==> src/core/dpm_pkg.sv <==
// Constants shared by the dual port pin logic: register offsets, control bits, reset values.
// Assumes a 32-bit APB master with byte addresses on an 8-bit paddr.
// Behaviour
// - Direction one makes second-port pin high impedance
// - Direction zero drives second-port latch onto pin
// - Latch register reads return latch, not pins
// - Second-port pins 6..0 inputs, analog read zero
// - Slave mode: low read plus select reads
// - Slave mode: low write plus select writes
// - Slave mode: first-port bit 2 low selects
// - Schmitt in port/PWM, TTL in bus/slave
// - Bus mode: first-port pin n carries bit n+8
// - First-port pins carry the eight PWM outputs
// - Remap moves four PWM outputs to port H
// - Capture 2 on port C1 or first-port 7 (external modes: output on neither, input from first-port 7)
// - Second-port bit 7 general or slave select
// - Second-port bits 1,2 drive comparator results
// - Second-port bit 5 routes comparator reference out
// - Slave enable turns first-port 2..0 into inputs
// - First-port general use only with bus disabled
// - External modes: first port is bus high byte
package dpm_pkg;
    localparam logic [7:0]  OFF_PE_DIR     = 8'h00;
    localparam logic [7:0]  OFF_PE_PIN     = 8'h04;
    localparam logic [7:0]  OFF_PE_LAT     = 8'h08;
    localparam logic [7:0]  OFF_PF_DIR     = 8'h0C;
    localparam logic [7:0]  OFF_PF_PIN     = 8'h10;
    localparam logic [7:0]  OFF_PF_LAT     = 8'h14;
    localparam logic [7:0]  OFF_CTRL       = 8'h18;
    localparam logic [7:0]  OFF_ANA        = 8'h1C;
    localparam logic [7:0]  OFF_STATUS     = 8'h20;
    localparam int          CTL_EXT_BUS_DISABLE      = 0;
    localparam int          CTL_PSP_EN     = 1;
    localparam int          CTL_PWM_REMAP  = 2;
    localparam int          CTL_CAP2_REMAP = 3;
    localparam int          CTL_CMP_OE     = 4;
    localparam int          CTL_COMPARATOR_REF_VOLTAGE_OE   = 5;
    localparam int          CTL_SS_EN      = 6;
    localparam int          CTL_SS_TTL     = 7;
    localparam int          ST_MCU_MODE    = 0;
    localparam int          ST_BUS_OWN     = 1;
    localparam int          ST_PSP_ACT     = 2;
    localparam logic [7:0]  DIR_RST        = 8'hFF;
    localparam logic [7:0]  LAT_RST        = 8'h00;
    localparam logic [7:0]  CTRL_RST       = 8'h00;
    localparam logic [6:0]  ANA_RST        = 7'h7F;
    localparam int          PSP_BITS       = 3;
    localparam logic [1:0]  STRAP_WAIT     = 2'h2;
endpackage

==> src/core/dpm_pin_cell.sv <==
// Ownership selector for one bidirectional pin.
// Assumes all inputs are on the system clock; the caller registers the outputs.
`timescale 1ns/100ps
module dpm_pin_cell (
    input  wire logic bus_own_i,
    input  wire logic bus_out_i,
    input  wire logic bus_oe_i,
    input  wire logic ctl_in_i,
    input  wire logic per_en_i,
    input  wire logic per_out_i,
    input  wire logic dir_i,
    input  wire logic lat_i,
    output logic      out_o,
    output logic      oe_o
);
    // Fixed priority, stored direction untouched
    always_comb begin
        if (bus_own_i) begin
            out_o = bus_out_i;
            oe_o  = bus_oe_i;
        end else if (ctl_in_i) begin
            out_o = 1'b0;
            oe_o  = 1'b0;
        end else if (per_en_i) begin
            out_o = per_out_i;
            oe_o  = 1'b1;
        end else begin
            out_o = lat_i;
            oe_o  = ~dir_i;
        end
    end
endmodule

==> src/core/dpm_port_mux.sv <==
// Top of the dual port pin logic: APB registers, pin ownership and read paths.
// Assumes peripherals and the bus controller sit on mclk_i; pins are asynchronous.
`timescale 1ns/100ps
module dpm_port_mux
    import dpm_pkg::*;
#(
    parameter int PW = 8
) (
    input  wire logic          mclk_i,
    input  wire logic          rst_n_i,
    input  wire logic          proc_mode_i,
    input  wire logic          psel_i,
    input  wire logic          penable_i,
    input  wire logic          pwrite_i,
    input  wire logic [7:0]    paddr_i,
    input  wire logic [31:0]   pwdata_i,
    output logic      [31:0]   prdata_o,
    output logic               pready_o,
    output logic               pslverr_o,
    input  wire logic [PW-1:0] pe_in_i,
    output logic      [PW-1:0] pe_out_o,
    output logic      [PW-1:0] pe_oe_o,
    output logic      [PW-1:0] pe_ttl_sel_o,
    input  wire logic [PW-1:0] pf_in_i,
    output logic      [PW-1:0] pf_out_o,
    output logic      [PW-1:0] pf_oe_o,
    output logic               pf_ss_ttl_o,
    input  wire logic [PW-1:0] ebus_ad_out_i,
    input  wire logic          ebus_ad_oe_i,
    output logic      [PW-1:0] ebus_ad_in_o,
    output logic               psp_read_o,
    output logic               psp_write_o,
    output logic               psp_select_o,
    input  wire logic [PW-1:0] pwm_out_i,
    input  wire logic [PW-1:0] pwm_en_i,
    output logic      [3:0]    ph_pwm_out_o,
    output logic      [3:0]    ph_pwm_oe_o,
    input  wire logic          pc1_in_i,
    output logic               pc1_cap2_out_o,
    output logic               pc1_cap2_oe_o,
    output logic               capture2_in_o,
    input  wire logic          comparator1_result_i,
    input  wire logic          comparator2_result_i,
    output logic               comparator_ref_voltage_route_o,
    output logic               ss_in_o
);
    logic          rst_n_s;
    logic          mode_s;
    logic [PW-1:0] pe_s;
    logic [PW-1:0] pf_s;
    logic          pc1_s;

    dpm_sync #(.W(1)) u_rst_sync (
        .clk_i   (mclk_i),
        .rst_n_i (rst_n_i),
        .d_i     (1'b1),
        .q_o     (rst_n_s)
    );

    dpm_sync #(.W(2*PW+2)) u_pin_sync (
        .clk_i   (mclk_i),
        .rst_n_i (rst_n_s),
        .d_i     ({proc_mode_i, pc1_in_i, pf_in_i, pe_in_i}),
        .q_o     ({mode_s, pc1_s, pf_s, pe_s})
    );

    // Strap capture: waits until the pin synchroniser holds the strap, then latches once
    logic       strap_done_r;
    logic       strap_done_nxt;
    logic [1:0] strap_cnt_r;
    logic [1:0] strap_cnt_nxt;
    logic       strap_take;
    logic       mcu_mode_r;
    logic       mcu_mode_nxt;

    always_comb begin
        strap_take     = (strap_cnt_r == STRAP_WAIT) & ~strap_done_r;
        strap_cnt_nxt  = (strap_cnt_r == STRAP_WAIT) ? strap_cnt_r : strap_cnt_r + 2'h1;
        strap_done_nxt = strap_done_r | strap_take;
        mcu_mode_nxt   = strap_take ? mode_s : mcu_mode_r;
    end

    always_ff @(posedge mclk_i or negedge rst_n_s) begin
        if (!rst_n_s) begin
            strap_done_r <= 1'b0;
            strap_cnt_r  <= 2'h0;
            mcu_mode_r   <= 1'b1;
        end else begin
            strap_done_r <= strap_done_nxt;
            strap_cnt_r  <= strap_cnt_nxt;
            mcu_mode_r   <= mcu_mode_nxt;
        end
    end

    // Register file
    logic [PW-1:0] pe_dir_r;
    logic [PW-1:0] pe_dir_nxt;
    logic [PW-1:0] pe_lat_r;
    logic [PW-1:0] pe_lat_nxt;
    logic [PW-1:0] pf_dir_r;
    logic [PW-1:0] pf_dir_nxt;
    logic [PW-1:0] pf_lat_r;
    logic [PW-1:0] pf_lat_nxt;
    logic [7:0]    ctrl_r;
    logic [7:0]    ctrl_nxt;
    logic [6:0]    pf_ana_r;
    logic [6:0]    pf_ana_nxt;
    logic          bus_own;
    logic          psp_active;
    logic          apb_wr;
    logic [7:0]    wbyte;

    assign bus_own    = ~mcu_mode_r & ~ctrl_r[CTL_EXT_BUS_DISABLE];
    assign psp_active = mcu_mode_r & ctrl_r[CTL_PSP_EN];
    assign apb_wr     = psel_i & penable_i & pready_o & pwrite_i;
    assign wbyte      = pwdata_i[7:0];

    always_comb begin
        pe_dir_nxt = pe_dir_r;
        pe_lat_nxt = pe_lat_r;
        pf_dir_nxt = pf_dir_r;
        pf_lat_nxt = pf_lat_r;
        ctrl_nxt   = ctrl_r;
        pf_ana_nxt = pf_ana_r;
        if (apb_wr) begin
            case (paddr_i)
                OFF_PE_DIR: pe_dir_nxt = wbyte;
                OFF_PE_PIN: pe_lat_nxt = wbyte;
                OFF_PE_LAT: pe_lat_nxt = wbyte;
                OFF_PF_DIR: pf_dir_nxt = wbyte;
                OFF_PF_PIN: pf_lat_nxt = wbyte;
                OFF_PF_LAT: pf_lat_nxt = wbyte;
                OFF_CTRL:   ctrl_nxt   = wbyte;
                OFF_ANA:    pf_ana_nxt = wbyte[6:0];
                default:    ;
            endcase
        end
    end

    always_ff @(posedge mclk_i or negedge rst_n_s) begin
        if (!rst_n_s) begin
            pe_dir_r <= DIR_RST;
            pe_lat_r <= LAT_RST;
            pf_dir_r <= DIR_RST;
            pf_lat_r <= LAT_RST;
            ctrl_r   <= CTRL_RST;
            pf_ana_r <= ANA_RST;
        end else begin
            pe_dir_r <= pe_dir_nxt;
            pe_lat_r <= pe_lat_nxt;
            pf_dir_r <= pf_dir_nxt;
            pf_lat_r <= pf_lat_nxt;
            ctrl_r   <= ctrl_nxt;
            pf_ana_r <= pf_ana_nxt;
        end
    end

    // APB answer: one wait state, then pready with data
    logic [31:0] prdata_nxt;
    logic        pready_nxt;
    logic        pslverr_nxt;
    logic [7:0]  rbyte;
    logic        hit;

    always_comb begin
        rbyte = 8'h00;
        hit   = 1'b1;
        case (paddr_i)
            OFF_PE_DIR: rbyte = pe_dir_r;
            OFF_PE_PIN: rbyte = pe_s;
            OFF_PE_LAT: rbyte = pe_lat_r;
            OFF_PF_DIR: rbyte = pf_dir_r;
            OFF_PF_PIN: rbyte = {pf_s[7], pf_s[6:0] & ~pf_ana_r};
            OFF_PF_LAT: rbyte = pf_lat_r;
            OFF_CTRL:   rbyte = ctrl_r;
            OFF_ANA:    rbyte = {1'b0, pf_ana_r};
            OFF_STATUS: rbyte = {5'h00, psp_active, bus_own, mcu_mode_r};
            default:    hit   = 1'b0;
        endcase
        pready_nxt  = psel_i & penable_i & ~pready_o;
        prdata_nxt  = prdata_o;
        pslverr_nxt = 1'b0;
        if (pready_nxt) begin
            prdata_nxt  = pwrite_i ? 32'h0000_0000 : {24'h00_0000, rbyte};
            pslverr_nxt = ~hit;
        end
    end

    always_ff @(posedge mclk_i or negedge rst_n_s) begin
        if (!rst_n_s) begin
            prdata_o  <= 32'h0000_0000;
            pready_o  <= 1'b0;
            pslverr_o <= 1'b0;
        end else begin
            prdata_o  <= prdata_nxt;
            pready_o  <= pready_nxt;
            pslverr_o <= pslverr_nxt;
        end
    end

    // Peripheral overrides per pin
    logic [PW-1:0] pe_per_en;
    logic [PW-1:0] pe_ctl_in;
    logic [PW-1:0] pf_per_en;
    logic [PW-1:0] pf_per_out;
    logic [PW-1:0] pf_ctl_in;
    logic          cap2_on_pe;
    logic          cap2_on_pc1;

    always_comb begin
        cap2_on_pe  = mcu_mode_r & ~ctrl_r[CTL_CAP2_REMAP];
        cap2_on_pc1 = mcu_mode_r & ctrl_r[CTL_CAP2_REMAP];
        pe_per_en   = pwm_en_i;
        if (ctrl_r[CTL_PWM_REMAP]) begin
            pe_per_en[6:3] = 4'h0;
        end
        pe_per_en[7] = pwm_en_i[7] & cap2_on_pe;
        pe_ctl_in    = '0;
        pe_ctl_in[PSP_BITS-1:0] = {PSP_BITS{psp_active}};
        pf_per_en    = '0;
        pf_per_out   = '0;
        pf_per_en[1] = ctrl_r[CTL_CMP_OE];
        pf_per_out[1] = comparator2_result_i;
        pf_per_en[2] = ctrl_r[CTL_CMP_OE];
        pf_per_out[2] = comparator1_result_i;
        pf_ctl_in    = '0;
        pf_ctl_in[5] = ctrl_r[CTL_COMPARATOR_REF_VOLTAGE_OE];
        pf_ctl_in[7] = ctrl_r[CTL_SS_EN];
    end

    logic [PW-1:0] pe_out_nxt;
    logic [PW-1:0] pe_oe_nxt;
    logic [PW-1:0] pf_out_nxt;
    logic [PW-1:0] pf_oe_nxt;

    for (genvar n = 0; n < PW; n++) begin : g_pin
        dpm_pin_cell u_pe_cell (
            .bus_own_i (bus_own),
            .bus_out_i (ebus_ad_out_i[n]),
            .bus_oe_i  (ebus_ad_oe_i),
            .ctl_in_i  (pe_ctl_in[n]),
            .per_en_i  (pe_per_en[n]),
            .per_out_i (pwm_out_i[n]),
            .dir_i     (pe_dir_r[n]),
            .lat_i     (pe_lat_r[n]),
            .out_o     (pe_out_nxt[n]),
            .oe_o      (pe_oe_nxt[n])
        );
        dpm_pin_cell u_pf_cell (
            .bus_own_i (1'b0),
            .bus_out_i (1'b0),
            .bus_oe_i  (1'b0),
            .ctl_in_i  (pf_ctl_in[n]),
            .per_en_i  (pf_per_en[n]),
            .per_out_i (pf_per_out[n]),
            .dir_i     (pf_dir_r[n]),
            .lat_i     (pf_lat_r[n]),
            .out_o     (pf_out_nxt[n]),
            .oe_o      (pf_oe_nxt[n])
        );
    end

    // Registered pin and side outputs
    logic [PW-1:0] ttl_nxt;
    logic          psp_rd_nxt;
    logic          psp_wr_nxt;
    logic          psp_cs_nxt;

    always_comb begin
        ttl_nxt = bus_own ? {PW{1'b1}} : {{(PW-PSP_BITS){1'b0}}, pe_ctl_in[PSP_BITS-1:0]};
        psp_cs_nxt = psp_active & ~pe_s[2];
        psp_rd_nxt = psp_cs_nxt & ~pe_s[0];
        psp_wr_nxt = psp_cs_nxt & ~pe_s[1];
    end

    always_ff @(posedge mclk_i or negedge rst_n_s) begin
        if (!rst_n_s) begin
            pe_out_o       <= '0;
            pe_oe_o        <= '0;
            pf_out_o       <= '0;
            pf_oe_o        <= '0;
            pe_ttl_sel_o   <= '0;
            pf_ss_ttl_o    <= 1'b0;
            ebus_ad_in_o   <= '0;
            psp_read_o     <= 1'b0;
            psp_write_o    <= 1'b0;
            psp_select_o   <= 1'b0;
            ph_pwm_out_o   <= 4'h0;
            ph_pwm_oe_o    <= 4'h0;
            pc1_cap2_out_o <= 1'b0;
            pc1_cap2_oe_o  <= 1'b0;
            capture2_in_o  <= 1'b0;
            comparator_ref_voltage_route_o  <= 1'b0;
            ss_in_o        <= 1'b0;
        end else begin
            pe_out_o       <= pe_out_nxt;
            pe_oe_o        <= pe_oe_nxt;
            pf_out_o       <= pf_out_nxt;
            pf_oe_o        <= pf_oe_nxt;
            pe_ttl_sel_o   <= ttl_nxt;
            pf_ss_ttl_o    <= ctrl_r[CTL_SS_TTL];
            ebus_ad_in_o   <= pe_s;
            psp_read_o     <= psp_rd_nxt;
            psp_write_o    <= psp_wr_nxt;
            psp_select_o   <= psp_cs_nxt;
            ph_pwm_out_o   <= pwm_out_i[6:3];
            ph_pwm_oe_o    <= ctrl_r[CTL_PWM_REMAP] ? pwm_en_i[6:3] : 4'h0;
            pc1_cap2_out_o <= pwm_out_i[7];
            pc1_cap2_oe_o  <= cap2_on_pc1 & pwm_en_i[7];
            capture2_in_o  <= cap2_on_pc1 ? pc1_s : pe_s[7];
            comparator_ref_voltage_route_o  <= ctrl_r[CTL_COMPARATOR_REF_VOLTAGE_OE];
            ss_in_o        <= pf_s[7];
        end
    end
endmodule

==> src/core/dpm_sync.sv <==
// Two-stage synchroniser for a group of level signals.
// Assumes the inputs come from pins or an asynchronous source.
`timescale 1ns/100ps
module dpm_sync #(
    parameter int W = 1
) (
    input  wire logic         clk_i,
    input  wire logic         rst_n_i,
    input  wire logic [W-1:0] d_i,
    output logic      [W-1:0] q_o
);
    logic [W-1:0] meta_r;

    // First stage is read only by the second
    always_ff @(posedge clk_i or negedge rst_n_i) begin
        if (!rst_n_i) begin
            meta_r <= '0;
            q_o    <= '0;
        end else begin
            meta_r <= d_i;
            q_o    <= meta_r;
        end
    end
endmodule

==> config.mk <==
export PLATFORM = sky130hd
export DESIGN_NAME = dpm_port_mux
export DESIGN_NICKNAME = d
export VERILOG_FILES = /design/src/core/dpm_pkg.sv /design/src/core/dpm_pin_cell.sv /design/src/core/dpm_port_mux.sv /design/src/core/dpm_sync.sv
export SDC_FILE = /design/constraint.sdc
export NUM_CORES = 1
export LEC_CHECK = 0
export CAP_MARGIN = 20
export CELL_PAD_IN_SITES_DETAIL_PLACEMENT = 1
export CELL_PAD_IN_SITES_GLOBAL_PLACEMENT = 1
export CORE_ASPECT_RATIO = 0.7
export CORE_MARGIN = 2
export CORE_UTILIZATION = 40
export DETAILED_ROUTE_END_ITERATION = 16
export DONT_BUFFER_PORTS = 1
export PLACE_DENSITY = 0.68
export SLEW_MARGIN = 0
export SYNTH_ARGS = -nofsm -noshare
export SYNTH_HDL_FRONTEND = slang
export SYNTH_HIERARCHICAL = 1
export SYNTH_SLANG_ARGS = --single-unit
==> constraint.sdc <==
create_clock -name mclk_i -period 5.51 [get_ports mclk_i]
set_clock_uncertainty 0.2 [all_clocks]
set_input_delay 1.102 -clock mclk_i [delete_from_list [all_inputs] [get_ports mclk_i]]
set_output_delay 1.102 -clock mclk_i [all_outputs]
set_load 0.02 [all_outputs]
# After elaboration in Yosys (flattened, before gate mapping)
# Cells that the tools add are included.
dict set report word_totals {
  reg_bits 188
  latchBits 0
  ramBits 0
  mem_bits_ro 0
  in_bits 90
  output_inout_bits 99
  word_cells 149
  memories 0
}
dict set report op_classes {
  addsub 1
  n_mul 0
  n_div 0
  magnitude_cmp 0
  n_eq_ne 9
  shift 0
  n_mux 54
  n_bitwise 42
  n_reduce_logical 10
}
# op count
set op_table {}
lappend op_table {{$pmux 8 s9} 1}
lappend op_table {{$mux 1} 49}
lappend op_table {{$eq 8x5->1 const B} 4}
lappend op_table {{$not 1->1} 25}
lappend op_table {{$eq 8x4->1 const B} 2}
lappend op_table {{$mux 8} 2}
lappend op_table {{$and 1x1->1} 14}
lappend op_table {{$reduce_and 2->1} 6}
lappend op_table {{$reduce_or 9->1} 1}
lappend op_table {{$eq 8x3->1 const B} 1}
lappend op_table {{$eq 8x6->1 const B} 1}
lappend op_table {{$logic_not 8->1} 1}
lappend op_table {{$mux 4} 2}
lappend op_table {{$and 7x7->7} 1}
lappend op_table {{$not 7->7} 1}
lappend op_table {{$reduce_or 2->1} 2}
lappend op_table {{$add 2x1->2 const B} 1}
lappend op_table {{$eq 2x2->1 const B} 1}
lappend op_table {{$or 1x1->1} 1}

# Logic depth before layout (Yosys ltp)
# Gate-level depths: netlist of the first run.
dict set report logic_depth {
  word_depth 5
  depth_mapped 7
  mapped_depth_nobuf 4
}

# Cells and area by module
# Netlist of the first run, hierarchy kept.
# module instances cells_per_inst area_per_inst_um2 seq_area_each_um2
set by_module_without_submodules {}
lappend by_module_without_submodules {dpm_port_mux 1 351 4917.2 3032.9}
lappend by_module_without_submodules {{dpm_sync at u_pin_sync} 1 36 900.9 900.9}
lappend by_module_without_submodules {dpm_pin_cell 16 6 43.8 0.0}
lappend by_module_without_submodules {{dpm_sync at u_rst_sync} 1 2 50.0 50.0}

# Worst setup path before layout of the first run
# OpenSTA, ideal clock, no wires.
dict set report synth_path {
  path_kind {input-to-reg}
  startpoint {input port paddr_i[5]}
  endpoint {register ctrl_r[0]}
  setup_ps 125
  arrival_time_ps 2671
  required_ps 5185
  slack_ps 2515
  path_stages 4
  n_path_buf 1
  path_cell_list {buf_2 > or4b_2 > nor3_4 > mux2_2}
}
dict set report synth_via {
  elab_chain_len 2
}
# element line
set synth_lines {}
lappend synth_lines {{start: declaration} dpm_port_mux.sv:15} ;# input wire logic [7:0] paddr_i,
lappend synth_lines {{$eq 8x5->1} dpm_port_mux.sv:126} ;# case (paddr_i)
lappend synth_lines {{$reduce_and 2->1 (no line)} n/a}
lappend synth_lines {{end signal: assignment} dpm_port_mux.sv:153} ;# ctrl_r <= ctrl_nxt;
lappend synth_lines {{end: declaration} dpm_port_mux.sv:104} ;# logic [7:0] ctrl_r;
# No other way between the ends.
# A chain may end at the register's enable or synchronous reset.

# Final worst setup path of the first run
dict set report layout_path {
  startpoint {input port paddr_i[5]}
  endpoint {register pf_lat_r[1]}
}
dict set report layout_via {
  elab_chain_len 3
  elab_cells_between_ends 4
  cone_classes {2 x eq/ne; 2 x reduce/logical}
}
# element line
set layout_lines {}
lappend layout_lines {{$eq 8x5->1} dpm_port_mux.sv:126}
lappend layout_lines {{$reduce_or 2->1 (no line) *} n/a}
lappend layout_lines {{$reduce_and 2->1 (no line) *} n/a}
lappend layout_lines {{end signal: assignment} dpm_port_mux.sv:152} ;# pf_lat_r <= pf_lat_nxt;
lappend layout_lines {{end: declaration} dpm_port_mux.sv:102} ;# logic [PW-1:0] pf_lat_r;
# Every way passes the cells marked *; elsewhere a longest branch is shown, timed or not.

==> results.json, run 1 <==
{
  "rrSetupSlack_ps": 2850,
  "intPower_mw": 1.89,
  "track_usage_pct": 19.3,
  "fin_crit_sh_pct": 53.4,
  "layoutNonFillerInstCount": 814,
  "dp.cells": 782,
  "drv_cap": 0,
  "fmax_mhz": 340,
  "switchingPower_mw": 0.577,
  "port_buffers": 0,
  "detail-route-antenna-nets": 0,
  "whs_ps": 142,
  "synth_edf_count": 0,
  "synth_area_per_cell_um2": 13.5,
  "nets": 667,
  "htreeDepth": 4,
  "setup_tns_ps": 0,
  "p_seq_share_pct": 51.3,
  "diodes": 0,
  "gp_congestion": 0.890,
  "yosysUniqueCellTypes": 51,
  "finalHoldViolCount": 0,
  "p_total_mw": 2.47,
  "wl_met1_um": 6700,
  "wl_met2_um": 7510,
  "powerDensity_nw_per_um2": 326,
  "p_sw_share_pct": 23.4,
  "crit_type": "in2reg",
  "layout_min_cycle_time_ps": 2940,
  "clock_path_buffers": 2,
  "synthFlopType": "dfrtp_1",
  "grt_pass1_vias": 4194,
  "start_util_pct": 40.5,
  "worstPathRequired_ps": 5610,
  "post_cts.repair.setup_buffers": 0,
  "die_w_um": 157,
  "startpoint": "paddr_i[5]",
  "cts_resized": 0,
  "root_buffer": "clkbuf_16",
  "placedInstanceArea_um2": 7020,
  "die_h_um": 111,
  "cts_sinks": 158,
  "hp-start": "u_pin_sync/meta_r[15]",
  "viasPerCell": 4.95,
  "first_iter_violations": 281,
  "wire_per_inst_um": 19.5,
  "p_clk_share_pct": 44.5,
  "syn_inst": 485,
  "area_delta_synth_final_pct": 15.3,
  "dr_wl_met3_um": 1530,
  "setup.worst_path.start_class": "input port",
  "slew_violations": 0,
  "vdd_drop_max_mv": 0.210,
  "critPathArrivalTime_ps": 3040,
  "rr_endpoint": "pf_dir_r[5]",
  "path_clk_slew_ps": 60,
  "antenna_found_initial": 0,
  "synth-async-reset-ratio_pct": 100,
  "hold_depth": 0,
  "route.detailed.drc": 0,
  "hold_buffers": 0,
  "rows": 39,
  "grt_max_degree": 72,
  "synth-seq-cells": 158,
  "r2r-start": "pready_o",
  "fin_area_um2": 7570,
  "tritoncts": "built",
  "drtPass1Iterations": 4,
  "critPathMaxFanout": 9,
  "io_pins": 189,
  "insertion_delay_ps": 420,
  "dr.max_layer_used": "met4",
  "setup_viol": 0,
  "rr_worst_depth": 4,
  "grt_pass1_wl_um": 25000,
  "worst_pin_slew_ps": 887,
  "leakagePower_nw": 3.42,
  "syn-cell-area_um2": 6570,
  "cts_made_buffers": 17,
  "ys_seq_area_share_pct": 60.6,
  "drt-total-wl_um": 15900,
  "relSlewSlack_pct": 40.8,
  "status": "finished clean",
  "endpoint_kind": "flip-flop",
  "yosys_warnings": 6,
  "num_vias": 4031,
  "drive_above_1_share_pct": 24.8,
  "dieArea_um2": 17500,
  "combPwrFrac_pct": 4.2,
  "grt_overflow": 0,
  "core-area_um2": 16200,
  "dp_hpwl_um": 11600,
  "worstHoldPathType": "reg2reg",
  "rsz0062_at_grt": "false",
  "worstHoldEndpoint": "u_pin_sync/q_o[15]"
}
-- cells in the mapped netlist (all sizes together) (3+ instances only) --
master	n	area share, %
nand4	3	0.38
nor3	10	1.2
o21ai	8	0.61
and3	3	0.29
and2	4	0.38
a22o	3	0.40
buf	33	3.7
mux2	52	8.9
nor4b	3	0.40
o211ai	4	0.46
nor4	3	0.74
o31ai	33	5.0
clkbuf	9	0.51
mux4	6	2.1
nand3b	4	0.46
nand3	4	0.30
inv	7	0.40
or4b	3	0.46
nor2	12	0.76
nor2b	25	2.4
a21oi	6	0.46
nand2	44	2.5
dfrtp	134	51
mux2i	24	3.7
dfstp	24	9.6
-- layout by cell type, fill, tap and decap left out, types with 3 or more instances in the layout --
master / count
dfrtp_1: 133
conb_1: 113
mux2_2: 52
nand2_1: 44
nor2b_1: 25
mux2i_1: 24
dfstp_2: 24
o31ai_1: 17
clkbuf_16: 17
o31ai_2: 16
nor2_1: 9
o21ai_0: 8
inv_1: 7
nor3_1: 6
a21oi_1: 6
mux4_2: 6
clkbuf_1: 5
and2_1: 4
nand3b_1: 4
o211ai_1: 4
nand3_1: 4
clkinv_2: 4
nor2_2: 3
and3_1: 3
nor3_2: 3
nor4b_1: 3
or4b_2: 3
a22o_1: 3
clkbuf_8: 3
buf_4: 3
-- power by group through the flow --
stage	Combinational, mW	Clock, mW	Sequential [mW]
4_1_cts	0.102	1.13	1.27
3_5_place_dp	0.102	0	1.29
6_report	0.103	1.10	1.27
5_1_grt	0.117	1.19	1.27
2_1_floorplan	0.105	0	1.28
3_3_place_gp	0.0995	0	1.29
-- metrics by stage --
| stage | worst slack, ps | util (%) |
|---|---|---|
| finish | 2570 | 46.7 |
| global route | 2460 | 46.7 |
| CTS | 2580 | 46.7 |
| floorplan | 624 | - |
| global placement | 2170 | 43.3 |
| detailed placement | 2140 | 43.3 |
-- layout make-up --
class | count | area (µm²)
clock buffers | 25 | 485
clock inverters | 7 | 65.1
fillers | 1720 | 8630
inverters | 7 | 26.3
multi-input cells | 389 | 2700
flip-flops and latches | 158 | 3990
well taps | 225 | 282
repair buffers | 3 | 22.5
-- worst max-delay path by stage --
stage | depth (start not counted) | endpoint | slack (ps)
finish | 4 | pf_lat_r[1] | 2570
global route | 4 | pf_lat_r[7] | 2460
CTS | 4 | pf_lat_r[1] | 2580
detailed placement | 4 | pf_lat_r[7] | 2140
global placement | 4 | pf_lat_r[2] | 2170
floorplan | 0 | capture2_in_o | 620
-- worst max-delay path: stages --
cell and delay, ps:
nor4b_1 620, nand2_1 210, nor3_2 690, mux2_2 420
-- layer usage --
metal | track usage [%] | vias up
met5 | 0 | -
met3 | 7.94 | 14
li1 | - | 1794
met1 | 25.4 | 2063
met4 | 4.97 | 0
met2 | 29.6 | 160
-- state kept, by name, summed over array words and instances (netlist names), 8 cells and up --
register / count
u_pin_sync/q_o: 18
ebus_ad_in_o: 8
pe_dir_r: 8
pf_out_o: 8
prdata_o: 8
pf_dir_r: 8
pe_out_o: 8
pf_lat_r: 8
ctrl_r: 8
pe_oe_o: 8
pf_oe_o: 8
pe_lat_r: 8
u_pin_sync/meta_r: 18
-- cells by family (layout without fill, tap and decap cells) --
family                     after synthesis  in the layout  synth area share, %
AOI/OAI and AO/OA                       67             67                 8.67
xor gates and xnor gates                 1              1                0.133
muxes                                   82             82                 14.6
adders and majority gates                1              1                0.190
and+or+nand+nor                        125            125                 11.0
DFF                                    158            158                 60.6
buffers and inverters                   49             42                 4.57
other                                    2            113                0.114
No activity file was read; power rests on OpenSTA's default activity.
==> run 2: changes to the inputs <==
- PLACE_DENSITY: 0.68 -> 0.71
- clock period: 5.51 -> 2.6 ns (I/O delays scaled with it)
==> run 2 against run 1 <==
Compared with the run above: sequential power is 110% higher; power grew 130%; utilization rose by 2.9 points; via count up 4.2%; flip-flop and latch count unchanged; final area increased by 6.3%; first-iteration DRC count grew 1.8%; worst hold slack got worse by 130 ps.
==> results.json, run 2 (synthesis gave the netlist of run 1 again) <==
{
  "status": "finished clean",
  "dp_slack_ps": 180,
  "rows": 39,
  "rsz0062_at_grt": "false",
  "io_pins": 189,
  "worstPathRequired_ps": 2720,
  "clock_path_buffers": 2,
  "area_delta_synth_final_pct": 22.5,
  "layout_commonest_cell": "dfrtp_1",
  "layout_min_cycle_time_ps": 2440,
  "setup.worst_path.start_class": "flip-flop",
  "r2r-start": "pready_o",
  "track_usage_pct": 20.9,
  "cts_made_buffers": 17,
  "first_iter_violations": 286,
  "dieArea_um2": 17500,
  "final_cell_mix": "dfrtp_1, conb_1, mux2_2, nand2_1, nor2b_1",
  "htreeDepth": 4,
  "setup_ws_ps": 159,
  "insertion_delay_ps": 430,
  "rrSetupSlack_ps": 160,
  "dp_hpwl_um": 12000,
  "core-area_um2": 16200,
  "crit_type": "reg2reg",
  "rr_endpoint": "prdata_o[3]",
  "nets": 704,
  "leakagePower_nw": 3.65,
  "critPathMaxFanout": 6,
  "cts_resized": 0,
  "grt_pass1_vias": 4548,
  "cts_sinks": 158,
  "antenna_found_initial": 0,
  "p_total_mw": 5.76,
  "route.detailed.drc": 0,
  "setup_viol": 0,
  "critPathArrivalTime_ps": 2560,
  "num_vias": 4199,
  "top_regs": "u_pin_sync/meta_r (18), u_pin_sync/q_o (18)",
  "drv_cap": 0,
  "grt_overflow": 0,
  "die_w_um": 157,
  "grt_max_degree": 104,
  "relSlewSlack_pct": 60.4,
  "dp.cells": 795,
  "die_h_um": 111,
  "endpoint_kind": "flip-flop",
  "drt-total-wl_um": 17300,
  "fin_area_um2": 8050,
  "hp-start": "ebus_ad_oe_i",
  "vdd_drop_max_mv": 0.396,
  "worstHoldEndpoint": "pe_oe_o[6]",
  "drive_above_1_share_pct": 25.9,
  "layoutNonFillerInstCount": 851,
  "port_buffers": 0,
  "diodes": 0,
  "worstHoldPathType": "in2reg",
  "setup_tns_ps": 0,
  "wire_per_inst_um": 20.4,
  "viasPerCell": 4.93,
  "drtPass1Iterations": 4,
  "powerDensity_nw_per_um2": 715,
  "detail-route-antenna-nets": 0,
  "gp_congestion": 0.833,
  "grt_pass1_wl_um": 26700,
  "fmax_mhz": 410,
  "hold_depth": 2,
  "rr_worst_depth": 4,
  "fin_crit_sh_pct": 93.9,
  "slew_violations": 0,
  "start_util_pct": 40.5,
  "placedInstanceArea_um2": 7140,
  "root_buffer": "clkbuf_16",
  "fillCellCount": 1721,
  "path_clk_slew_ps": 60,
  "tritoncts": "built",
  "finalHoldViolCount": 0,
  "worst_pin_slew_ps": 594
}
[run 2: through the flow]
| step | util (%) | hold WS [ps] |
|---|---|---|
| 2_1_floorplan | - | 24.4 |
| 3_3_place_gp | 44.1 | 24.5 |
| 3_5_place_dp | 44.1 | 24.5 |
| 4_1_cts | 49.7 | 0.691 |
| 5_1_grt | 49.7 | 5.43 |
| 6_report | 49.7 | 14.7 |
[run 2: what timing repair did]
item                                   in CTS  in global routing
setup buffers                               0                  0
endpoints found under the hold margin      25                  0
hold buffers                               24                  0
[run 2: metal layers]
layer | share of wire, % | global-route usage [%] | vias to the layer above
met2 | 47 | 32.9 | 179
met4 | 1.8 | 7.58 | 0
met3 | 8.3 | 6.76 | 27
met5 | 0 | 0 | -
li1 | - | - | 1854
met1 | 43 | 26.9 | 2139
[run 2: power breakdown]
| part | switching (mW) | total, mW | internal (mW) |
|---|---|---|---|
| Combinational | 0.182 | 0.288 | 0.106 |
| Sequential | 0.110 | 2.66 | 2.55 |
| Clock | 0.991 | 2.81 | 1.82 |
[run 2: area by class of cell]
type,count,area (µm²),area share [%]
flip-flops and latches,158,3990,49.5
inverters,7,26.3,0.326
clock buffers,20,447,5.55
repair buffers,40,385,4.79
clock inverters,12,216,2.69
multi-input cells,389,2700,33.6
well taps,225,282,3.50
[run 2: how the worst max path moves through the flow]
stage / cells past startpoint / startpoint / end / slack [ps]
finish: 4 / pready_o / prdata_o[3] / 160
global route: 4 / pready_o / prdata_o[3] / 80
CTS: 4 / pready_o / prdata_o[3] / 270
detailed placement: 4 / paddr_i[1] / prdata_o[3] / 180
global placement: 4 / paddr_i[1] / prdata_o[3] / 260
floorplan: 4 / paddr_i[5] / ctrl_r[0] / 190
[run 2: worst max-delay path, stage by stage, from the launching register on]
cell and delay, ps:
dfrtp_1 470, nand3b_1 420, nor4_4 590, nand2_1 320, o31ai_1 330
==> run 3: changes to the inputs <==
- PLACE_DENSITY: 0.71 -> 0.68
- TNS_END_PERCENT: not set -> 50
- clock period: 2.6 -> 2.3 ns (I/O delays scaled with it)
==> run 3 against run 2 <==
Compared with the run above: sequential share of layout area shrank 1.2 points; routed wire length is 1.8% higher; register-to-register slack improved by 80 ps; die area unchanged; global-route usage increased by 0.59 points; critical path type unchanged.
==> results.json, run 3 (synthesis gave the netlist of run 1 again) <==
{
  "status": "finished clean",
  "hp-start": "pwm_en_i[1]",
  "fillCellCount": 1709,
  "powerDensity_nw_per_um2": 737,
  "intPower_mw": 4.60,
  "worstPathCellList": "nand4_2, or3b_4, nor4_4, buf_4, mux2_2",
  "route.detailed.drc": 0,
  "relSlewSlack_pct": 63.1,
  "grt_pass1_vias": 4615,
  "startpoint": "pready_o",
  "nets": 736,
  "drv_cap": 0,
  "worst_pin_slew_ps": 551,
  "worst-path-buf-inv": 1,
  "critPathMaxFanout": 5,
  "rsz0062_at_grt": "false",
  "dp_hpwl_um": 12400,
  "cpPeakStageDelay_ps": 470,
  "layout_commonest_cell": "dfrtp_1",
  "first_iter_violations": 239,
  "finalHoldViolCount": 0,
  "seqCellArea_um2": 3990,
  "gp_congestion": 0.875,
  "cts_sinks": 158,
  "core-area_um2": 16200,
  "drive_above_1_share_pct": 26.3,
  "wire_per_inst_um": 19.9,
  "grt_max_degree": 56,
  "final_cell_mix": "dfrtp_1, conb_1, mux2_2, dlygate4sd3_1, nand2_1",
  "start_util_pct": 40.5,
  "grt_pass1_wl_um": 27600,
  "top_regs": "u_pin_sync/meta_r (18), u_pin_sync/q_o (18)",
  "fin_crit_sh_pct": 89.5,
  "die_h_um": 111,
  "leakagePower_nw": 3.74,
  "cp_top_family": "simple AND/OR/NAND/NOR gates",
  "area_delta_synth_final_pct": 25.7,
  "endpoint_kind": "flip-flop",
  "htreeDepth": 4,
  "clock_path_buffers": 2,
  "setup_viol": 0,
  "antenna_found_initial": 2,
  "post_cts.repair.setup_buffers": 0,
  "detail-route-antenna-nets": 0,
  "port_buffers": 0,
  "dieArea_um2": 17500,
  "rows": 39,
  "viasPerCell": 4.79,
  "path_clk_slew_ps": 60,
  "track_usage_pct": 21.5,
  "setup_tns_ps": 0,
  "switchingPower_mw": 1.49,
  "critPathArrivalTime_ps": 2220,
  "setup_ws_ps": 242,
  "p_sw_share_pct": 24.5,
  "die_w_um": 157,
  "io_pins": 189,
  "fmax_mhz": 486,
  "root_buffer": "clkbuf_16",
  "worstHoldPathType": "in2reg",
  "vdd_drop_max_mv": 0.407,
  "tritoncts": "built",
  "multi_input_area_um2": 2710,
  "slew_violations": 0,
  "insertion_delay_ps": 430,
  "grt_overflow": 0,
  "combPwrFrac_pct": 6.3,
  "r2r-start": "pready_o",
  "setup.worst_path.start_class": "flip-flop",
  "slowest_stage": "or3b_4",
  "drt-total-wl_um": 17600,
  "rrSetupSlack_ps": 240,
  "num_vias": 4241,
  "drtPass1Iterations": 4,
  "cts_made_buffers": 17,
  "worstPathRequired_ps": 2460,
  "p_seq_share_pct": 49.4,
  "p_total_mw": 6.09,
  "dp_slack_ps": 66.5,
  "layout_min_cycle_time_ps": 2060,
  "crit_type": "reg2reg",
  "p_clk_share_pct": 44.3
}
[run 3: cell types whose count changed in the layout (fill, tap and decap cells not counted), sizes merged]
cell,delta
dlygate4sd3,+23
buf,+9
bufinv,-5
clkinv,+2
clkinvlp,+2
diode,+2
clkbuf,+1
[run 3: final cells by class]
class                      count  area share, %
timing repair buffer          72           8.28
clock inverter                11           1.11
clock buffer                  21           5.70
inverter                       7          0.318
antenna                        2         0.0606
sequential                   158           48.3
tap                          225           3.41
multi-input combinational    389           32.8
[run 3: worst register-to-register path, cell delays in order, from the launching register on]
cell	delay (ps)
dfrtp_1	350
nand4_2	160
or3b_4	470
nor4_4	240
buf_4	220
mux2_2	350
[run 3: timing repair]
| item | CTS | global route |
|---|---|---|
| hold endpoints to repair | 102 | 0 |
| hold buffers | 47 | 0 |
| resized for setup | 0 | 1 |
| endpoints found under the setup margin | 0 | 1 |
[run 3: worst paths after layout]
path | depth (start not counted) | endpoint
setup / recovery | 5 | pf_dir_r[1]
hold / removal | 2 | pe_oe_o[1]
setup reg to reg | 5 | pf_dir_r[1]
hold reg to reg | 0 | pe_dir_r[5]
max in group asynchronous | 1 | ctrl_r[0]
min in group asynchronous | 1 | u_rst_sync/q_o
[run 3: layer usage]
layer | vias to the layer above | track usage [%] | wire [µm]
met3 | 17 | 7.31 | 1340
met1 | 2174 | 29.3 | 8110
met2 | 128 | 32.6 | 8000
li1 | 1922 | - | -
met5 | - | 0 | 0
met4 | 0 | 5.88 | 177
[run 3: power by group through the flow]
stage | clock network, mW | registers (mW) | logic [mW]
floorplan | 0 | 3.07 | 0.252
global route | 2.87 | 3.02 | 0.428
detailed placement | 0 | 3.06 | 0.292
CTS | 2.75 | 3.01 | 0.377
finish | 2.70 | 3.01 | 0.384
global placement | 0 | 3.06 | 0.285
[run 3: per-stage QoR]
| stage | cells | utilization (%) | cell area [µm²] | hold slack, ps |
|---|---|---|---|---|
| 6_report | 885 | 51.0 | 8260 | 35.0 |
| 3_3_place_gp | 804 | 44.5 | 7210 | -35.5 |
| 5_1_grt | 884 | 50.9 | 8250 | 43.1 |
| 2_1_floorplan | 596 | - | 6990 | -35.6 |
| 4_1_cts | 883 | 50.9 | 8240 | 23.1 |
| 3_5_place_dp | 804 | 44.5 | 7210 | -35.5 |
